$ cat src/logic/status_power_pkg.sv
// constants for the status and power-control register block
package status_power_pkg;

    localparam logic [7:0] status_power_control_offset = 8'h0a;
    localparam int unsigned reg_width = 16;
    localparam logic [15:0] status_power_control_reset = 16'h0010;

    // field positions
    localparam int unsigned reserved_top_bit = 15;
    localparam int unsigned product_revision_lsb = 11;
    localparam int unsigned product_revision_width = 4;
    localparam int unsigned clock_ready_bit = 10;
    localparam int unsigned reserved_ro_bit = 9;
    localparam int unsigned refctl_pin_readback_bit = 8;
    localparam int unsigned data_select1_pin_readback_bit = 7;
    localparam int unsigned clock_select0_pin_readback_bit = 6;
    localparam int unsigned format_address_pin_readback_bit = 5;
    localparam int unsigned idle_behaviour_select_bit = 4;
    localparam int unsigned exit_pin_sampling_disable_bit = 3;
    localparam int unsigned exit_nv_reload_disable_bit = 2;
    localparam int unsigned power_down_bit_pos = 1;
    localparam int unsigned reserved_low_bit = 0;

    // reset values of the writable fields without a fuse default
    localparam logic power_down_reset = 1'b0;
    localparam logic reserved_bit_reset = 1'b0;

    // nonvolatile page 0 reload
    localparam int unsigned nv_page_words = 16;
    localparam int unsigned nv_addr_width = 4;
    localparam int unsigned nv_word_width = 16;

    // power sequencer states
    typedef enum logic [2:0] {
        pwr_active = 3'b000,
        pwr_low = 3'b001,
        pwr_exit_sample = 3'b010,
        pwr_exit_load = 3'b011,
        pwr_exit_wait = 3'b100
    } pwr_state_e;

endpackage : status_power_pkg

$ cat src/logic/status_power_control_reg.sv
// status and power-control register with low-power entry and exit sequencing
`timescale 1ns/10ps
`default_nettype none

module status_power_control_reg #(
    parameter logic [3:0] product_revision = 4'h1, // arbitrary value
    parameter int unsigned nv_words = status_power_pkg::nv_page_words,
    parameter int unsigned nv_addr_width = status_power_pkg::nv_addr_width
) (
    input wire logic sys_clk_i,
    input wire logic resetn_i,
    // register port of the serial host front end
    input wire logic [7:0] reg_addr_i,
    input wire logic reg_wr_i,
    input wire logic reg_rd_i,
    input wire logic [15:0] reg_wdata_i,
    output logic [15:0] reg_rdata_o,
    output logic reg_ack_o,
    // fuse-backed defaults of the idle-select and both exit-disable fields
    input wire logic fuse_idle_behaviour_select_i,
    input wire logic fuse_exit_pin_sampling_disable_i,
    input wire logic fuse_exit_nv_reload_disable_i,
    // clock status and outputs
    input wire logic clock_ready_i,
    input wire logic out0_enable_i,
    input wire logic out1_enable_i,
    output logic outputs_mute_o,
    output logic low_power_o,
    // reference-control pin, two-way
    input wire logic refctl_is_ready_output_i,
    input wire logic refctl_pin_i,
    output logic refctl_pin_o,
    output logic refctl_pin_oe_o,
    // configuration pins
    input wire logic format_address_pin_i,
    input wire logic clock_select0_pin_i,
    input wire logic data_select1_pin_i,
    output logic nv_preset_mode_o,
    output logic [2:0] sampled_pins_o,
    // nonvolatile page 0 and configuration register write port
    output logic [nv_addr_width-1:0] nv_addr_o,
    output logic nv_rd_o,
    input wire logic [15:0] nv_data_i,
    output logic [nv_addr_width-1:0] cfg_addr_o,
    output logic [15:0] cfg_wdata_o,
    output logic cfg_wr_o,
    output logic exit_busy_o
);

    logic reserved_top_reg;
    logic reserved_top_next;
    logic reserved_low_reg;
    logic reserved_low_next;
    logic idle_sel_reg;
    logic idle_sel_next;
    logic pin_samp_dis_reg;
    logic pin_samp_dis_next;
    logic nv_reload_dis_reg;
    logic nv_reload_dis_next;
    logic power_down_reg;
    logic power_down_next;
    logic [15:0] rdata_reg;
    logic [15:0] rdata_next;
    logic ack_reg;
    logic ack_next;
    status_power_pkg::pwr_state_e state_reg;
    status_power_pkg::pwr_state_e state_next;
    logic mute_reg;
    logic mute_next;
    logic sample_req_reg;
    logic sample_req_next;
    logic load_req_reg;
    logic load_req_next;
    logic hit;
    logic both_disabled;
    logic want_low_power;
    logic [15:0] status_word;
    logic sampled;
    logic loader_busy;

    assign hit = (reg_addr_i == status_power_pkg::status_power_control_offset);
    assign both_disabled = !out0_enable_i && !out1_enable_i;

    // idle select 0 turns a full output disable into a low-power entry
    assign want_low_power = power_down_reg
        || (both_disabled && !idle_sel_reg);

    // read view of the register; bit 9 always reads zero
    always_comb begin
        status_word = 16'h0000;
        status_word[status_power_pkg::reserved_top_bit] = reserved_top_reg;
        status_word[status_power_pkg::product_revision_lsb +:
            status_power_pkg::product_revision_width] = product_revision;
        status_word[status_power_pkg::clock_ready_bit] = clock_ready_i;
        status_word[status_power_pkg::reserved_ro_bit] = 1'b0;
        status_word[status_power_pkg::refctl_pin_readback_bit] = refctl_pin_i;
        status_word[status_power_pkg::data_select1_pin_readback_bit] = data_select1_pin_i;
        status_word[status_power_pkg::clock_select0_pin_readback_bit] = clock_select0_pin_i;
        status_word[status_power_pkg::format_address_pin_readback_bit] = format_address_pin_i;
        status_word[status_power_pkg::idle_behaviour_select_bit] = idle_sel_reg;
        status_word[status_power_pkg::exit_pin_sampling_disable_bit] = pin_samp_dis_reg;
        status_word[status_power_pkg::exit_nv_reload_disable_bit] = nv_reload_dis_reg;
        status_word[status_power_pkg::power_down_bit_pos] = power_down_reg;
        status_word[status_power_pkg::reserved_low_bit] = reserved_low_reg;
    end

    // register access: writes land in one cycle, reads answer with a registered word
    always_comb begin
        reserved_top_next = reserved_top_reg;
        reserved_low_next = reserved_low_reg;
        idle_sel_next = idle_sel_reg;
        pin_samp_dis_next = pin_samp_dis_reg;
        nv_reload_dis_next = nv_reload_dis_reg;
        power_down_next = power_down_reg;
        rdata_next = rdata_reg;
        ack_next = reg_wr_i || reg_rd_i;
        if (reg_wr_i && hit) begin
            // reserved bits keep what the host wrote; only zero is expected there
            reserved_top_next = reg_wdata_i[status_power_pkg::reserved_top_bit];
            reserved_low_next = reg_wdata_i[status_power_pkg::reserved_low_bit];
            idle_sel_next = reg_wdata_i[status_power_pkg::idle_behaviour_select_bit];
            // accepted at any time; outside low power they only take effect at next exit
            pin_samp_dis_next = reg_wdata_i[status_power_pkg::exit_pin_sampling_disable_bit];
            nv_reload_dis_next = reg_wdata_i[status_power_pkg::exit_nv_reload_disable_bit];
            power_down_next = reg_wdata_i[status_power_pkg::power_down_bit_pos];
        end
        if (reg_rd_i) begin
            // unmapped offsets read as zero
            rdata_next = hit ? status_word : 16'h0000;
        end
    end

    // synchronous reset, so the fuse defaults may be loaded directly
    always_ff @(posedge sys_clk_i) begin
        if (!resetn_i) begin
            reserved_top_reg <= status_power_pkg::reserved_bit_reset;
            reserved_low_reg <= status_power_pkg::reserved_bit_reset;
            idle_sel_reg <= fuse_idle_behaviour_select_i;
            pin_samp_dis_reg <= fuse_exit_pin_sampling_disable_i;
            nv_reload_dis_reg <= fuse_exit_nv_reload_disable_i;
            power_down_reg <= status_power_pkg::power_down_reset;
            rdata_reg <= 16'h0000;
            ack_reg <= 1'b0;
        end else begin
            reserved_top_reg <= reserved_top_next;
            reserved_low_reg <= reserved_low_next;
            idle_sel_reg <= idle_sel_next;
            pin_samp_dis_reg <= pin_samp_dis_next;
            nv_reload_dis_reg <= nv_reload_dis_next;
            power_down_reg <= power_down_next;
            rdata_reg <= rdata_next;
            ack_reg <= ack_next;
        end
    end

    // power sequencer: exit steps run in order, resample first then reload
    always_comb begin
        state_next = state_reg;
        sample_req_next = 1'b0;
        load_req_next = 1'b0;
        mute_next = both_disabled;
        case (state_reg)
            status_power_pkg::pwr_active: begin
                if (want_low_power) begin
                    state_next = status_power_pkg::pwr_low;
                end
            end
            status_power_pkg::pwr_low: begin
                mute_next = 1'b1;
                if (!want_low_power) begin
                    if (!pin_samp_dis_reg) begin
                        state_next = status_power_pkg::pwr_exit_sample;
                        sample_req_next = 1'b1;
                    end else if (!nv_reload_dis_reg) begin
                        state_next = status_power_pkg::pwr_exit_load;
                        load_req_next = 1'b1;
                    end else begin
                        state_next = status_power_pkg::pwr_active;
                    end
                end
            end
            status_power_pkg::pwr_exit_sample: begin
                mute_next = 1'b1;
                if (sampled) begin
                    if (!nv_reload_dis_reg) begin
                        state_next = status_power_pkg::pwr_exit_load;
                        load_req_next = 1'b1;
                    end else begin
                        state_next = status_power_pkg::pwr_active;
                    end
                end
            end
            status_power_pkg::pwr_exit_load: begin
                mute_next = 1'b1;
                state_next = status_power_pkg::pwr_exit_wait;
            end
            status_power_pkg::pwr_exit_wait: begin
                mute_next = 1'b1;
                if (!loader_busy) begin
                    state_next = status_power_pkg::pwr_active;
                end
            end
            default: begin
                state_next = status_power_pkg::pwr_active;
            end
        endcase
    end

    always_ff @(posedge sys_clk_i) begin
        if (!resetn_i) begin
            state_reg <= status_power_pkg::pwr_active;
            sample_req_reg <= 1'b0;
            load_req_reg <= 1'b0;
            mute_reg <= 1'b0;
        end else begin
            state_reg <= state_next;
            sample_req_reg <= sample_req_next;
            load_req_reg <= load_req_next;
            mute_reg <= mute_next;
        end
    end

    config_pin_sampler u_pins (
        .sys_clk_i(sys_clk_i),
        .resetn_i(resetn_i),
        .sample_i(sample_req_reg),
        .format_address_pin_i(format_address_pin_i),
        .clock_select0_pin_i(clock_select0_pin_i),
        .data_select1_pin_i(data_select1_pin_i),
        .sampled_pins_o(sampled_pins_o),
        .nv_preset_mode_o(nv_preset_mode_o),
        .sampled_o(sampled)
    );

    nv_page_loader #(
        .words(nv_words),
        .addr_width(nv_addr_width),
        .data_width(status_power_pkg::nv_word_width)
    ) u_loader (
        .sys_clk_i(sys_clk_i),
        .resetn_i(resetn_i),
        .start_i(load_req_reg),
        .nv_addr_o(nv_addr_o),
        .nv_rd_o(nv_rd_o),
        .nv_data_i(nv_data_i),
        .cfg_addr_o(cfg_addr_o),
        .cfg_wdata_o(cfg_wdata_o),
        .cfg_wr_o(cfg_wr_o),
        .busy_o(loader_busy)
    );

    assign reg_rdata_o = rdata_reg;
    assign reg_ack_o = ack_reg;
    assign outputs_mute_o = mute_reg;
    assign low_power_o = (state_reg == status_power_pkg::pwr_low);
    // pin mirrors the live status only when configured as a ready output
    assign refctl_pin_o = clock_ready_i;
    assign refctl_pin_oe_o = refctl_is_ready_output_i;
    assign exit_busy_o = (state_reg != status_power_pkg::pwr_active)
        && (state_reg != status_power_pkg::pwr_low);

endmodule // status_power_control_reg

`default_nettype wire

$ cat src/logic/config_pin_sampler.sv
// captures the three configuration pins and derives the configuration mode
`timescale 1ns/10ps
`default_nettype none

module config_pin_sampler (
    input wire logic sys_clk_i,
    input wire logic resetn_i,
    input wire logic sample_i,
    input wire logic format_address_pin_i,
    input wire logic clock_select0_pin_i,
    input wire logic data_select1_pin_i,
    output logic [2:0] sampled_pins_o,
    output logic nv_preset_mode_o,
    output logic sampled_o
);

    logic first_reg;
    logic first_next;
    logic [2:0] pins_reg;
    logic [2:0] pins_next;
    logic mode_reg;
    logic mode_next;
    logic done_reg;
    logic done_next;

    // pins are caught once after reset release and again on each request
    always_comb begin
        first_next = 1'b0;
        pins_next = pins_reg;
        mode_next = mode_reg;
        done_next = 1'b0;
        if (first_reg || sample_i) begin
            pins_next = {data_select1_pin_i, clock_select0_pin_i, format_address_pin_i};
            mode_next = format_address_pin_i;
            done_next = 1'b1;
        end
    end

    always_ff @(posedge sys_clk_i) begin
        if (!resetn_i) begin
            first_reg <= 1'b1;
            pins_reg <= 3'h0;
            mode_reg <= 1'b0;
            done_reg <= 1'b0;
        end else begin
            first_reg <= first_next;
            pins_reg <= pins_next;
            mode_reg <= mode_next;
            done_reg <= done_next;
        end
    end

    assign sampled_pins_o = pins_reg;
    assign nv_preset_mode_o = mode_reg;
    assign sampled_o = done_reg;

endmodule // config_pin_sampler

`default_nettype wire

$ cat src/logic/nv_page_loader.sv
// walks nonvolatile page 0 and writes each word into the configuration registers
`timescale 1ns/10ps
`default_nettype none

module nv_page_loader #(
    parameter int unsigned words = status_power_pkg::nv_page_words,
    parameter int unsigned addr_width = status_power_pkg::nv_addr_width,
    parameter int unsigned data_width = status_power_pkg::nv_word_width
) (
    input wire logic sys_clk_i,
    input wire logic resetn_i,
    input wire logic start_i,
    output logic [addr_width-1:0] nv_addr_o,
    output logic nv_rd_o,
    input wire logic [data_width-1:0] nv_data_i,
    output logic [addr_width-1:0] cfg_addr_o,
    output logic [data_width-1:0] cfg_wdata_o,
    output logic cfg_wr_o,
    output logic busy_o
);

    localparam logic [addr_width-1:0] last_addr = addr_width'(words - 1);

    logic busy_reg;
    logic busy_next;
    logic [addr_width-1:0] addr_reg;
    logic [addr_width-1:0] addr_next;
    logic rd_d_reg;
    logic rd_d_next;
    logic [addr_width-1:0] raddr_d_reg;
    logic [addr_width-1:0] raddr_d_next;
    logic wr_reg;
    logic wr_next;
    logic [addr_width-1:0] waddr_reg;
    logic [addr_width-1:0] waddr_next;
    logic [data_width-1:0] wdata_reg;
    logic [data_width-1:0] wdata_next;

    // nonvolatile read data is one cycle behind its address
    always_comb begin
        busy_next = busy_reg;
        addr_next = addr_reg;
        // address and strobe are held back one stage so they meet their data
        rd_d_next = busy_reg;
        raddr_d_next = addr_reg;
        wr_next = rd_d_reg;
        waddr_next = raddr_d_reg;
        wdata_next = rd_d_reg ? nv_data_i : wdata_reg;
        if (start_i && !busy_reg) begin
            busy_next = 1'b1;
            addr_next = '0;
        end else if (busy_reg) begin
            if (addr_reg == last_addr) begin
                busy_next = 1'b0;
            end else begin
                addr_next = addr_reg + 1'b1;
            end
        end
    end

    always_ff @(posedge sys_clk_i) begin
        if (!resetn_i) begin
            busy_reg <= 1'b0;
            addr_reg <= '0;
            rd_d_reg <= 1'b0;
            raddr_d_reg <= '0;
            wr_reg <= 1'b0;
            waddr_reg <= '0;
            wdata_reg <= '0;
        end else begin
            busy_reg <= busy_next;
            addr_reg <= addr_next;
            rd_d_reg <= rd_d_next;
            raddr_d_reg <= raddr_d_next;
            wr_reg <= wr_next;
            waddr_reg <= waddr_next;
            wdata_reg <= wdata_next;
        end
    end

    assign nv_addr_o = addr_reg;
    assign nv_rd_o = busy_reg;
    assign cfg_addr_o = waddr_reg;
    assign cfg_wdata_o = wdata_reg;
    assign cfg_wr_o = wr_reg;
    assign busy_o = busy_reg | rd_d_reg | wr_reg;

endmodule // nv_page_loader

`default_nettype wire

$ cat config.mk
export PLATFORM = sky130hd
export DESIGN_NAME = status_power_control_reg
export DESIGN_NICKNAME = d
export VERILOG_FILES = /design/src/logic/status_power_pkg.sv /design/src/logic/status_power_control_reg.sv /design/src/logic/config_pin_sampler.sv /design/src/logic/nv_page_loader.sv
export SDC_FILE = /design/constraint.sdc
export NUM_CORES = 1
export LEC_CHECK = 0
export ABC_AREA = 1
export BUFFER_PORTS_ARGS = -buffer_cell sky130_fd_sc_hd__buf_2
export CAP_MARGIN = 10
export CORE_MARGIN = 4
export CORE_UTILIZATION = 50
export CTS_CLUSTER_SIZE = 12
export DETAILED_ROUTE_END_ITERATION = 7
export PLACE_DENSITY = 0.85
export SYNTH_ARGS = -nofsm -noshare
export SYNTH_HDL_FRONTEND = slang
export SYNTH_SLANG_ARGS = --single-unit
export TNS_END_PERCENT = 100
$ cat constraint.sdc
create_clock -name sys_clk_i -period 1.7 [get_ports sys_clk_i]
set_input_delay 0.17 -clock sys_clk_i [delete_from_list [all_inputs] [get_ports sys_clk_i]]
set_output_delay 0.17 -clock sys_clk_i [all_outputs]
set_load 0.01 [all_outputs]
==> impl_metrics.csv <==
group,metric,value,unit
clocking,cts_buffer_depth,2,
worst_setup_path,reg2reg_depth,7,
placed_design,placedCellCount,426,
global_routing,grt_use_met1,21.8,%
worst_setup_path,start_kind,"flip-flop",
route,viasPerCell,4.88,
timing,fmax,0.716,GHz
placed_design,hpwl,3820,um
clocking,hold_buffers,0,
timing,min_period,1400,ps
route,wire_per_inst,12.2,um
timing,setup_violations,0,
hold_path,hold_path.class,"in -> reg",
route,final_antenna_net_count,0,
logic_synthesis,syn_inst,296,
power_and_ir_drop,p_leak,1.57,nW
power_and_ir_drop,intPower,2.60,mW
clocking,clkLatencyLatePin,340,ps
worst_setup_path,worst_ep_arrival_time,1630,ps
timing,skew,7.99,ps
worst_setup_path,endpoint_kind,"flip-flop",
placed_design,gp_congestion,0.826,
timing,finalWorstSetupSlack,302,ps
worst_setup_path,critPathMaxFanout,6,
clocking,cts_buffers,9,
floorplan,fp.dieW,76.3,um
global_routing,use_met2,32.2,%
finish,final_nets,441,
floorplan,io_pins,107,
global_routing,track_usage,19.6,%
power_and_ir_drop,p_per_area,1090,nW/um2
power_and_ir_drop,ir_worst_vdd,0.587,mV
logic_synthesis,yosysWarningCount,0,
global_routing,grt.overflow.total,0,
power_and_ir_drop,combPwrFrac,6.6,%
timing,slew_violations,0,
power_and_ir_drop,pwr-share-seq,45.3,%
finish,post-route-util,67.8,%
route,num_vias,2158,
logic_synthesis,synth-seq-area-share,53.7,%
route,wl,5380,um
clocking,root_buffer,"clkbuf_8",
power_and_ir_drop,pwr-share-clk,48.1,%
global_routing,grt_pass1_vias,2096,
timing,fin_crit_sh,82.2,%
placed_design,numPortBuffers,90,
floorplan,rows,24,
clocking,cts.sinks,61,
timing,rsz0062_at_grt,"false",
power_and_ir_drop,p_sw_share,21.3,%
floorplan,dieArea,5820,um2
floorplan,start_util,52.4,%
worst_setup_path,critPathKind,"reg -> reg",
run_status,status,"finished, final reports clean",
power_and_ir_drop,power_switching,0.702,mW
logic_synthesis,ys_ff_latch,61,
finish,area_growth,29.4,%
finish,antenna_cells,0,
timing,finalSetupTns,0,ps
global_routing,antenna_found_initial,0,
hold_path,hold_depth,3,
clocking,cts_tree,"done",
clocking,post_cts_resized,0,
global_routing,use_met3,7.80,%
timing,finalHoldViolations,0,
global_routing,grt_pass1_wl,9250,um
clocking,htreeDepth,3,
route,post-route-drc-count,0,
floorplan,die_h,76.3,um
clocking,cts_setup_buffers,0,
route,initialDrtViolationCount,151,
clocking,clkTransAtPathRegs,70,ps
logic_synthesis,avgSynthCellArea,7.87,um2
placed_design,post-place-ws,310,ps
floorplan,core-area,4440,um2
logic_synthesis,synth_cell_type_count,29,
finish,largest_reg_flops,16,
global_routing,grt_max_degree,37,
worst_setup_path,cp.required,1930,ps
finish,layout-drive-gt1-share,30.3,%
run,cap_violations,0,
logic_synthesis,mappedNetlistArea,2330,um2
global_routing,busiest_layer,"met2",
finish,instances_no_fill,442,
route,first_pass_iters,4,
==> power by group through the flow <==
| stage | clock, mW | combinational, mW | sequential [mW] |
|---|---|---|---|
| final | 1.59 | 0.219 | 1.50 |
| after global routing | 1.70 | 0.248 | 1.50 |
| after CTS | 1.61 | 0.220 | 1.50 |
| after detailed placement | 0 | 0.218 | 1.53 |
| after global placement | 0 | 0.213 | 1.53 |
| after floorplan | 0 | 0.126 | 1.53 |
==> synth_stat cells (all sizes together) <==
cell type / instances / share of area [%]
xor2: 1 / 0.38
dfxtp: 58 / 50
nand3: 19 / 4.3
a21oi: 21 / 4.7
edfxtp: 3 / 3.9
nand2: 50 / 8.2
nor4: 1 / 0.27
buf: 14 / 4.4
ha: 1 / 0.54
nor3: 1 / 0.43
clkbuf: 5 / 0.97
nand4: 2 / 0.54
nor2: 63 / 11
a41oi: 1 / 0.38
or2: 1 / 0.27
clkinv: 1 / 0.16
conb: 1 / 0.16
o21ai: 25 / 5.4
inv: 27 / 4.3
a31oi: 1 / 0.27
==> per-layer routing <==
metal | vias up | routed length, um
li1 | 1106 | -
met1 | 967 | 2150
met2 | 76 | 2680
met3 | 9 | 453
met4 | 0 | 99
met5 | - | 0
==> logic make-up (layout without fill, tap and decap cells) <==
logic type	after synthesis	count (layout)	share of synthesized area, %
AOI/OAI and AO/OA	48	48	10.7
xor gates and xnor gates	1	1	0.376
adders and majority gates	1	1	0.537
buffers and inverters	47	138	9.88
DFF	61	61	53.7
other	1	4	0.161
and+or+nand+nor	137	137	24.7
==> per-stage QoR <==
| stage | hold slack, ps | power (mW) | instance area, um2 |
|---|---|---|---|
| global placement | 340 | 1.74 | 2760 |
| finish | 56.3 | 3.30 | 3020 |
| global route | 51.3 | 3.44 | 3020 |
| detailed placement | 340 | 1.74 | 2760 |
| CTS | 41.2 | 3.33 | 3020 |
| floorplan | 286 | 1.66 | 2340 |
==> cells in the final DEF (no fill, tap or decap), drive strengths merged, types with 4 or more instances in the layout <==
cell	instances
o21ai	25
clkbuf	14
nor2	63
a21oi	21
nand2	50
buf	94
nand3	19
conb	4
inv	27
dfxtp	58
==> layout make-up <==
| type | count | area (um2) |
|---|---|---|
| Multi-Input combinational cell | 191 | 860 |
| Sequential cell | 61 | 1250 |
| Fill cell | 390 | 1430 |
| Clock inverter | 2 | 60.1 |
| Clock buffer | 14 | 194 |
| Tap cell | 52 | 65.1 |
| Timing Repair Buffer | 94 | 480 |
| Inverter | 28 | 105 |
==> path summary, 6_finish.rpt <==
check,from,endpoint,slack [ps]
max,u_loader.nv_addr_o[0],u_loader.nv_addr_o[3],300
min,nv_data_i[15],u_loader.cfg_wdata_o[15],60
max reg2reg,u_loader.nv_addr_o[0],u_loader.nv_addr_o[3],300
min reg2reg,u_loader.raddr_d_reg[2],u_loader.cfg_addr_o[2],420
==> critical path, cell delays in order (launching register included) <==
cell and delay (ps):
dfxtp_1 410, ha_1 220, nand3_1 90, nand2_1 150, inv_1 100, nand4_1 90
xor2_1 170, nor2_1 50
Power figures use the tool's default switching activity.
